File: src/include/adc_mode_regs.svh
`ifndef ADC_MODE_REGS_SVH
`define ADC_MODE_REGS_SVH

// ----------------------------------------------------------------
// Register offsets (byte addresses)
// ----------------------------------------------------------------
`define MODE_CTRL_OFS        12'h000
`define MODE_STATUS_OFS      12'h004
`define MODE_RESULT_OFS      12'h008
`define MODE_LSB_OFS         12'h00C

// ----------------------------------------------------------------
// Field positions
// ----------------------------------------------------------------
`define CTRL_RESULT_LOAD_BIT 0
`define CTRL_SHDN_LVL_BIT    1
`define ST_REF_INT_BIT       0
`define ST_REF_OE_BIT        1
`define ST_RANGE_WIDE_BIT    2
`define ST_PD_BIT            3
`define ST_SHDN_BIT          4
`define ST_IFACE_LSB         5
`define ST_SETTLING_BIT      7

// ----------------------------------------------------------------
// Reset values and coding
// ----------------------------------------------------------------
`define CTRL_RESET           32'h0000_0000
`define CODE_WIDTH           16
`define CODE_STEPS           65536
// Full-scale spans in microvolts
`define FSR_WIDE_UV          32'h0131_2D00
`define FSR_NARROW_UV        32'h0098_9680

// ----------------------------------------------------------------
// Timing
// ----------------------------------------------------------------
`define CLK_MHZ              200
`define RANGE_SETTLE_US      80
`define RANGE_SETTLE_CYC     (`RANGE_SETTLE_US * `CLK_MHZ)

`endif

File: src/include/adc_mode_pkg.sv
package adc_mode_pkg;

  // Interface mode decoded from the two select pins
  typedef enum logic [1:0] {
    IFACE_PARALLEL = 2'h0,
    IFACE_SERIAL   = 2'h1,
    IFACE_BYTE     = 2'h3
  } iface_mode_t;

  // Power state, Gray coded along run -> standby -> shutdown
  typedef enum logic [1:0] {
    PWR_RUN      = 2'h0,
    PWR_STANDBY  = 2'h1,
    PWR_SHUTDOWN = 2'h3
  } pwr_state_t;

endpackage : adc_mode_pkg

File: src/design/pin_sync.sv
`timescale 1ns/1ps
`default_nettype none

// Two-flop synchroniser for a bundle of pin levels
module pin_sync #(
  parameter int WIDTH = 1
) (
  input  wire logic             core_clk,
  input  wire logic             reset_n,
  input  wire logic [WIDTH-1:0] pin_in,
  output var  logic [WIDTH-1:0] pin_sync_out
);

  logic [WIDTH-1:0] meta_r;
  logic [WIDTH-1:0] meta_nxt;
  logic [WIDTH-1:0] sync_nxt;

  // ----------------------------------------------------------------
  // Next values: first stage read only by the second
  // ----------------------------------------------------------------
  always_comb begin
    meta_nxt = pin_in;
    sync_nxt = meta_r;
  end

  // Registers; reset value is a constant only
  always_ff @(posedge core_clk) begin
    if (!reset_n) begin
      meta_r       <= '0;
      pin_sync_out <= '0;
    end else begin
      meta_r       <= meta_nxt;
      pin_sync_out <= sync_nxt;
    end
  end

endmodule : pin_sync

`default_nettype wire

File: src/design/adc_mode_pin_control.sv
// How it works
// - Results are 16-bit twos complement words
// - One step is span over 65536
// - Select high enables internal band-gap reference
// - Select low powers band-gap down, pin input
// - Reference buffer stays enabled in every mode but shutdown
// - Reference select follows pin level, also at start
// - Range high wide, low narrow, all channels
// - Range pin change reconfigures channels at once
// - Request low enters standby or shutdown by range
// - Shutdown powers everything down; standby keeps reference, regulators
// - Power-down accepted anytime; host waits recovery
// - Two selects decode parallel, serial, byte modes
`timescale 1ns/1ps
`default_nettype none
`include "adc_mode_regs.svh"

module adc_mode_pin_control #(
  parameter logic SHDN_RANGE_LEVEL = 1'b0,
  parameter int   SETTLE_CYCLES    = `RANGE_SETTLE_CYC
) (
  input  wire logic        core_clk,
  input  wire logic        reset_n,
  input  wire logic        reference_source_select,
  input  wire logic        range_select,
  input  wire logic        power_down_request_n,
  input  wire logic        interface_select_primary,
  input  wire logic        interface_select_secondary,
  input  wire logic [15:0] conv_result,
  input  wire logic        conv_result_valid,
  input  wire logic        psel,
  input  wire logic        penable,
  input  wire logic        pwrite,
  input  wire logic [11:0] paddr,
  input  wire logic [31:0] pwdata,
  output var  logic [31:0] prdata,
  output var  logic        pready,
  output var  logic        pslverr,
  output var  logic        bandgap_enable,
  output var  logic        reference_io_pin_oe_n,
  output var  logic        reference_buffer_enable,
  output var  logic        range_wide,
  output var  logic        analog_power_enable,
  output var  logic        regulator_enable,
  output var  logic [1:0]  interface_mode,
  output var  logic        range_settling
);

  // ----------------------------------------------------------------
  // Pin synchronisers
  // ----------------------------------------------------------------
  // Pins are asynchronous: two flops trade two cycles of lag for safety
  logic [4:0] pins_s;

  pin_sync #(
    .WIDTH(5)
  ) u_pin_sync (
    .core_clk     (core_clk),
    .reset_n      (reset_n),
    .pin_in       ({interface_select_secondary, interface_select_primary,
                    power_down_request_n, range_select, reference_source_select}),
    .pin_sync_out (pins_s)
  );

  logic ref_int_s;
  logic range_s;
  logic pd_n_s;
  logic sel_pri_s;
  logic sel_sec_s;

  // Named taps of the synchronised bundle
  assign ref_int_s = pins_s[0];
  assign range_s   = pins_s[1];
  assign pd_n_s    = pins_s[2];
  assign sel_pri_s = pins_s[3];
  assign sel_sec_s = pins_s[4];

  // ----------------------------------------------------------------
  // Functions
  // ----------------------------------------------------------------
  // Interface decode from the primary and secondary selects
  function automatic adc_mode_pkg::iface_mode_t decode_iface(input logic pri,
                                                             input logic sec);
    if (!pri) begin
      decode_iface = adc_mode_pkg::IFACE_PARALLEL;
    end else if (!sec) begin
      decode_iface = adc_mode_pkg::IFACE_SERIAL;
    end else begin
      decode_iface = adc_mode_pkg::IFACE_BYTE;
    end
  endfunction : decode_iface

  // Step size in microvolts, truncated: span / 65536
  // Fractions of a microvolt are dropped; software scales further
  function automatic logic [31:0] lsb_uv(input logic wide);
    lsb_uv = (wide ? `FSR_WIDE_UV : `FSR_NARROW_UV) / `CODE_STEPS;
  endfunction : lsb_uv

  // ----------------------------------------------------------------
  // State
  // ----------------------------------------------------------------
  adc_mode_pkg::pwr_state_t pwr_r;
  adc_mode_pkg::pwr_state_t pwr_nxt;
  logic        bandgap_nxt;
  logic        ref_oe_n_nxt;
  logic        ref_buf_nxt;
  logic        range_wide_nxt;
  logic        analog_nxt;
  logic        regulator_nxt;
  logic [1:0]  iface_nxt;
  logic        range_prev_r;
  logic        range_prev_nxt;
  logic [14:0] settle_cnt_r;
  logic [14:0] settle_cnt_nxt;
  logic        settling_nxt;
  logic [15:0] result_r;
  logic [15:0] result_nxt;
  logic        result_load_r;
  logic        result_load_nxt;
  logic [31:0] prdata_nxt;
  logic        pready_nxt;
  logic        pslverr_nxt;

  logic        setup_ph;
  logic        wr_ctrl;
  assign setup_ph = psel && !penable;
  assign wr_ctrl  = psel && penable && pready && pwrite && (paddr == `MODE_CTRL_OFS);

  // ----------------------------------------------------------------
  // Power state: request low picks standby or shutdown by range
  // ----------------------------------------------------------------
  // Run wins whenever the request is high, whatever the range level
  always_comb begin
    if (pd_n_s) begin
      pwr_nxt = adc_mode_pkg::PWR_RUN;
    end else if (range_s == SHDN_RANGE_LEVEL) begin
      pwr_nxt = adc_mode_pkg::PWR_SHUTDOWN;
    end else begin
      pwr_nxt = adc_mode_pkg::PWR_STANDBY;
    end
  end

  // ----------------------------------------------------------------
  // Analog control outputs
  // ----------------------------------------------------------------
  always_comb begin
    case (pwr_nxt)
      adc_mode_pkg::PWR_SHUTDOWN: begin
        analog_nxt    = 1'b0;
        regulator_nxt = 1'b0;
        bandgap_nxt   = 1'b0;
      end
      adc_mode_pkg::PWR_STANDBY: begin
        analog_nxt    = 1'b0;
        regulator_nxt = 1'b1;
        bandgap_nxt   = ref_int_s;
      end
      default: begin
        analog_nxt    = 1'b1;
        regulator_nxt = 1'b1;
        bandgap_nxt   = ref_int_s;
      end
    endcase
    // Pin driven only in internal mode; high impedance input otherwise
    ref_oe_n_nxt   = !bandgap_nxt;
    // Buffer serves both reference sources; only shutdown stops it
    ref_buf_nxt    = (pwr_nxt != adc_mode_pkg::PWR_SHUTDOWN);
    range_wide_nxt = range_s;
    iface_nxt      = decode_iface(sel_pri_s, sel_sec_s);
  end

  // ----------------------------------------------------------------
  // Range settle flag: host must hold off conversions meanwhile
  // ----------------------------------------------------------------
  // 15-bit counter covers the 80 us hold; larger counts would be cut
  always_comb begin
    range_prev_nxt = range_s;
    if (range_s != range_prev_r) begin
      settle_cnt_nxt = 15'(SETTLE_CYCLES);
    end else if (settle_cnt_r != 15'h0000) begin
      settle_cnt_nxt = settle_cnt_r - 15'h0001;
    end else begin
      settle_cnt_nxt = settle_cnt_r;
    end
    settling_nxt = (settle_cnt_nxt != 15'h0000);
  end

  // ----------------------------------------------------------------
  // Result capture, armed by software through the control word
  // ----------------------------------------------------------------
  always_comb begin
    result_load_nxt = result_load_r;
    if (wr_ctrl) begin
      result_load_nxt = pwdata[`CTRL_RESULT_LOAD_BIT];
    end
    // Raw code kept as is: already twos complement
    result_nxt = result_r;
    if (conv_result_valid && result_load_r) begin
      result_nxt = conv_result;
    end
  end

  // Capture disarmed after reset so no stale code lands unasked
  always_ff @(posedge core_clk) begin
    if (!reset_n) begin
      result_r      <= 16'h0000;
      result_load_r <= 1'(`CTRL_RESET);
    end else begin
      result_r      <= result_nxt;
      result_load_r <= result_load_nxt;
    end
  end

  // ----------------------------------------------------------------
  // APB slave, no wait states
  // ----------------------------------------------------------------
  // Read word built in setup, so the access cycle shows only flops
  always_comb begin
    pready_nxt  = setup_ph;
    pslverr_nxt = 1'b0;
    prdata_nxt  = 32'h0000_0000;
    if (setup_ph) begin
      if (paddr == `MODE_CTRL_OFS) begin
        prdata_nxt[`CTRL_RESULT_LOAD_BIT] = result_load_r;
        prdata_nxt[`CTRL_SHDN_LVL_BIT]    = SHDN_RANGE_LEVEL;
      end else if (paddr == `MODE_STATUS_OFS) begin
        prdata_nxt[`ST_REF_INT_BIT]    = bandgap_enable;
        prdata_nxt[`ST_REF_OE_BIT]     = !reference_io_pin_oe_n;
        prdata_nxt[`ST_RANGE_WIDE_BIT] = range_wide;
        prdata_nxt[`ST_PD_BIT]         = (pwr_r != adc_mode_pkg::PWR_RUN);
        prdata_nxt[`ST_SHDN_BIT]       = (pwr_r == adc_mode_pkg::PWR_SHUTDOWN);
        prdata_nxt[`ST_IFACE_LSB +: 2] = interface_mode;
        prdata_nxt[`ST_SETTLING_BIT]   = range_settling;
      end else if (paddr == `MODE_RESULT_OFS) begin
        // Sign-extended so software reads a signed word
        prdata_nxt = {{16{result_r[15]}}, result_r};
      end else if (paddr == `MODE_LSB_OFS) begin
        prdata_nxt = lsb_uv(range_wide);
      end else begin
        pslverr_nxt = 1'b1;
      end
    end
  end

  // Answer stands for the access cycle only
  always_ff @(posedge core_clk) begin
    if (!reset_n) begin
      prdata  <= 32'h0000_0000;
      pready  <= 1'b0;
      pslverr <= 1'b0;
    end else begin
      prdata  <= prdata_nxt;
      pready  <= pready_nxt;
      pslverr <= pslverr_nxt;
    end
  end

  // ----------------------------------------------------------------
  // Registers of the pin paths
  // ----------------------------------------------------------------
  // Reset parks power off with the reference pin as an input
  always_ff @(posedge core_clk) begin
    if (!reset_n) begin
      pwr_r                   <= adc_mode_pkg::PWR_RUN;
      bandgap_enable          <= 1'b0;
      reference_io_pin_oe_n   <= 1'b1;
      reference_buffer_enable <= 1'b0;
      range_wide              <= 1'b0;
      analog_power_enable     <= 1'b0;
      regulator_enable        <= 1'b0;
      interface_mode          <= 2'h0;
    end else begin
      pwr_r                   <= pwr_nxt;
      bandgap_enable          <= bandgap_nxt;
      reference_io_pin_oe_n   <= ref_oe_n_nxt;
      reference_buffer_enable <= ref_buf_nxt;
      range_wide              <= range_wide_nxt;
      analog_power_enable     <= analog_nxt;
      regulator_enable        <= regulator_nxt;
      interface_mode          <= iface_nxt;
    end
  end

  // Settle counter and its flag
  always_ff @(posedge core_clk) begin
    if (!reset_n) begin
      range_prev_r   <= 1'b0;
      settle_cnt_r   <= 15'h0000;
      range_settling <= 1'b0;
    end else begin
      range_prev_r   <= range_prev_nxt;
      settle_cnt_r   <= settle_cnt_nxt;
      range_settling <= settling_nxt;
    end
  end

endmodule : adc_mode_pin_control

`default_nettype wire

File: config.mk
export PLATFORM = sky130hd
export DESIGN_NAME = adc_mode_pin_control
export DESIGN_NICKNAME = d
export VERILOG_FILES = /design/src/include/adc_mode_pkg.sv /design/src/design/pin_sync.sv /design/src/design/adc_mode_pin_control.sv
export VERILOG_INCLUDE_DIRS = /design/src /design/src/include
export SDC_FILE = /design/constraint.sdc
export NUM_CORES = 1
export LEC_CHECK = 0
export BUFFER_PORTS_ARGS = -buffer_cell sky130_fd_sc_hd__clkbuf_2
export CAP_MARGIN = 10
export CORE_AREA = 2 2 82 84
export DETAILED_ROUTE_END_ITERATION = 8
export DIE_AREA = 0 0 84 86
export PLACE_DENSITY_LB_ADDON = 0.08
export SYNTH_ARGS = -nofsm -noshare
export SYNTH_HDL_FRONTEND = slang
export SYNTH_SLANG_ARGS = --single-unit
export TNS_END_PERCENT = 50
File: constraint.sdc
create_clock -name core_clk -period 3.4 [get_ports core_clk]
set_input_delay 0.34 -clock core_clk [delete_from_list [all_inputs] [get_ports core_clk]]
set_output_delay 0.34 -clock core_clk [all_outputs]
set_load 0.03 [all_outputs]
==> flow_summary.ini <==
[clock_network]
cts_sinks = 70
cts.clk_slew.worst_paths_ps = 70
cts.path.max_buffers = 2
cts_buffers = 9
postCtsSetupBuffers = 0
cts_root_buf = clkbuf_8
clock_latency_ps = 340
ctsHoldBuffers = 0
postCtsResizedCells = 0
htree_levels = 3
tritoncts = built

[placed_design]
place_congestion = 0.837
dpl_worst_slack_ps = 619
place.port_buffers = 82
place_inst = 426
dp_hpwl_mm = 3.90

[layout]
fin_nets = 432
final_cells = 440
fillCellCount = 615
drive_gt1_share_pct = 28.4
final_common_cell = clkbuf_2
final_cell_mix = 82 x clkbuf_2, 70 x dfxtp_1, 41 x nand2_1
area_growth_pct = 19.4
diodes = 0

[logic_synthesis]
yosys-mux-area-fraction_pct = 2.35
yosysTopAreaCellShare_pct = 51.6
synthCells = 297
synth_warnings = 0
synth_compound_area_share_pct = 12.3
synth_edf_count = 0
syn_area_mm2 = 0.00272
synth_area_leader_cell = dfxtp_1
synth.distinct_cells = 44
synthAdderAreaFrac_pct = 0.460
postSynthAreaPerCell_um2 = 9.15
ys_seq_elements = 70
synth-simple-area-share_pct = 22.6
synth_area_leaders = dfxtp_1 52%, nand2_1 5.7%, and2_1 5.1%
synth_top_family_by_area = simple AND/OR/NAND/NOR gates
ys.flop_type = dfxtp_1
syn_nets = 369
synth-xor-area-share_pct = 2.58
synth.yosys.seq_area_share_pct = 51.6
async_flop_share_pct = 0

[timing]
finalCriticalPeriod_ps = 2800
final-hold-violation-count = 0
max_freq_mhz = 357
skew_ps = 5.20
final-setup-viol-count = 0
rsz0062_at_grt = no
slew_violations = 0
max-slew-margin-rel_pct = 49.0
worst_pin_slew_ps = 759
finalSetupTns_ps = 0
period_share_pct = 82.3
setup_slack_ps = 602

[global_route]
gr-total-overflow = 0
grt_max_degree = 27
grt_pass1_wl_mm = 9.13
grt_use_total_pct = 16.2
antenna_found_initial = 0
grt_pass1_vias = 1971

[power_and_ir_drop]
seqPwrFrac_pct = 41.7
clock_power_share_pct = 29.9
ir_drop_v = 0.000483
power_frac_comb_pct = 28.4
power_uw = 2390
net-switching-power_uw = 754
p_per_area_mw_per_mm2 = 736
switching_share_pct = 31.6
p_int_uw = 1630
leakagePower_uw = 0.00141

[run]
drv_cap = 0

[min_path]
min_path_type = in2reg
hold_path_depth = 2

[floorplan]
row_count = 29
fp.dieH_um = 86
start_util_pct = 43.3
placeableCoreArea_mm2 = 0.00628
boundaryPins = 114
die_w_um = 84
dieArea_mm2 = 0.00722

[critical_path]
startpoint_type = register
path_cells = inv_1 -> ha_1 -> or4b_4 -> or3_1 -> nand2b_4 -> o311a_1 -> o41a_1
crit_type = reg2reg
crit_buf_inv = 1
required_ps = 3620
critical_path.top_delay_family = simple AND/OR/NAND/NOR gates
critPathMaxStageDelay_ps = 530
reg2reg_depth = 7
slowest_stage = or4b_4
worstPathArrival_ps = 3020
crit_fanout = 9
path_depth = 7
cp-end-kind = register

[routing]
drt_wl_total_mm = 5.50
via_count = 2154
avgViaCountPerCell = 4.90
firstDrtPassIters = 4
routedWlPerCell_um = 12.5
drc_errors = 0
ant_nets = 0
first_iter_violations = 59

[status]
status = finished clean
==> flip-flops by register name (all words and copies together) (netlist names), 2 cells and up <==
| register | count |
|---|---|
| interface_mode | 2 |
| prdata | 16 |
| pwr_r | 2 |
| result_r | 16 |
| settle_cnt_r | 15 |
| u_pin_sync.meta_r | 5 |
| u_pin_sync.pin_sync_out | 5 |
==> final cells by class <==
class	instances	area, µm²	share of cell area [%]
Sequential cell	70	1400	43.2
Multi-Input combinational cell	188	1090	33.7
Timing Repair Buffer	82	410	12.6
Clock buffer	10	138	4.24
Tap cell	77	96.3	2.97
Clock inverter	4	72.6	2.24
Inverter	9	33.8	1.04
==> power by group through the flow <==
stage                     Combinational (µW)  Sequential, µW  Clock, µW
final                                    677             997        714
after global routing                     768            1010        773
after CTS                                680             995        733
after detailed placement                 677            1010          0
after global placement                   673            1010          0
after floorplan                          562            1000          0
==> metrics by stage <==
stage	instance area (µm²)	hold WS (ps)	util (%)
CTS	3250	188	51.7
global route	3250	189	51.7
floorplan	2720	363	-
finish	3250	204	51.7
detailed placement	3040	406	48.4
global placement	3040	405	48.4
==> kinds of logic after synthesis <==
group                    after synthesis
XOR/XNOR                               8
AO/OA/AOI/OAI                         55
multiplexers                           5
flip-flops                            70
buffers and inverters                 39
AND/OR/NAND/NOR                      119
adder cells (fa/ha/maj)                1
==> cells in the mapped netlist, drive strengths merged, types with 2 or more instances <==
| cell | count |
|---|---|
| a31oi | 2 |
| inv | 8 |
| and2 | 22 |
| a22oi | 6 |
| xor2 | 2 |
| nor2b | 4 |
| nand4 | 3 |
| buf | 20 |
| or2 | 2 |
| nor3 | 6 |
| nor4 | 7 |
| xnor2 | 6 |
| a21oi | 27 |
| or3 | 2 |
| a211oi | 3 |
| o21ai | 7 |
| nand2b | 2 |
| mux2i | 3 |
| nand2 | 41 |
| a21o | 2 |
| nor2 | 20 |
| clkbuf | 10 |
| nand3 | 5 |
| dfxtp | 70 |
==> final timing paths <==
| path | slack (ps) | from | end |
|---|---|---|---|
| setup / recovery | 600 | settle_cnt_r[0] | range_settling |
| hold / removal | 200 | penable | pready |
| setup reg to reg | 600 | settle_cnt_r[0] | range_settling |
| hold reg to reg | 410 | u_pin_sync.pin_sync_out[0] | reference_io_pin_oe_n |
==> routing by layer <==
metal / share of wire, % / track usage, % / wire, µm
met1: 46 / 19.7 / 2540
met3: 5.3 / 6.26 / 291
met4: 1.5 / 6.45 / 80
met5: 0 / 0 / 0
met2: 47 / 26.0 / 2590
==> worst reg2reg max path, cell delays in order (launching register included) <==
cell and delay [ps]:
dfxtp_1 370, inv_1 100, ha_1 340, or4b_4 540, or3_1 440, nand2b_4 230
o311a_1 310, o41a_1 370
Note: power is estimated with default switching activity, not from simulation.
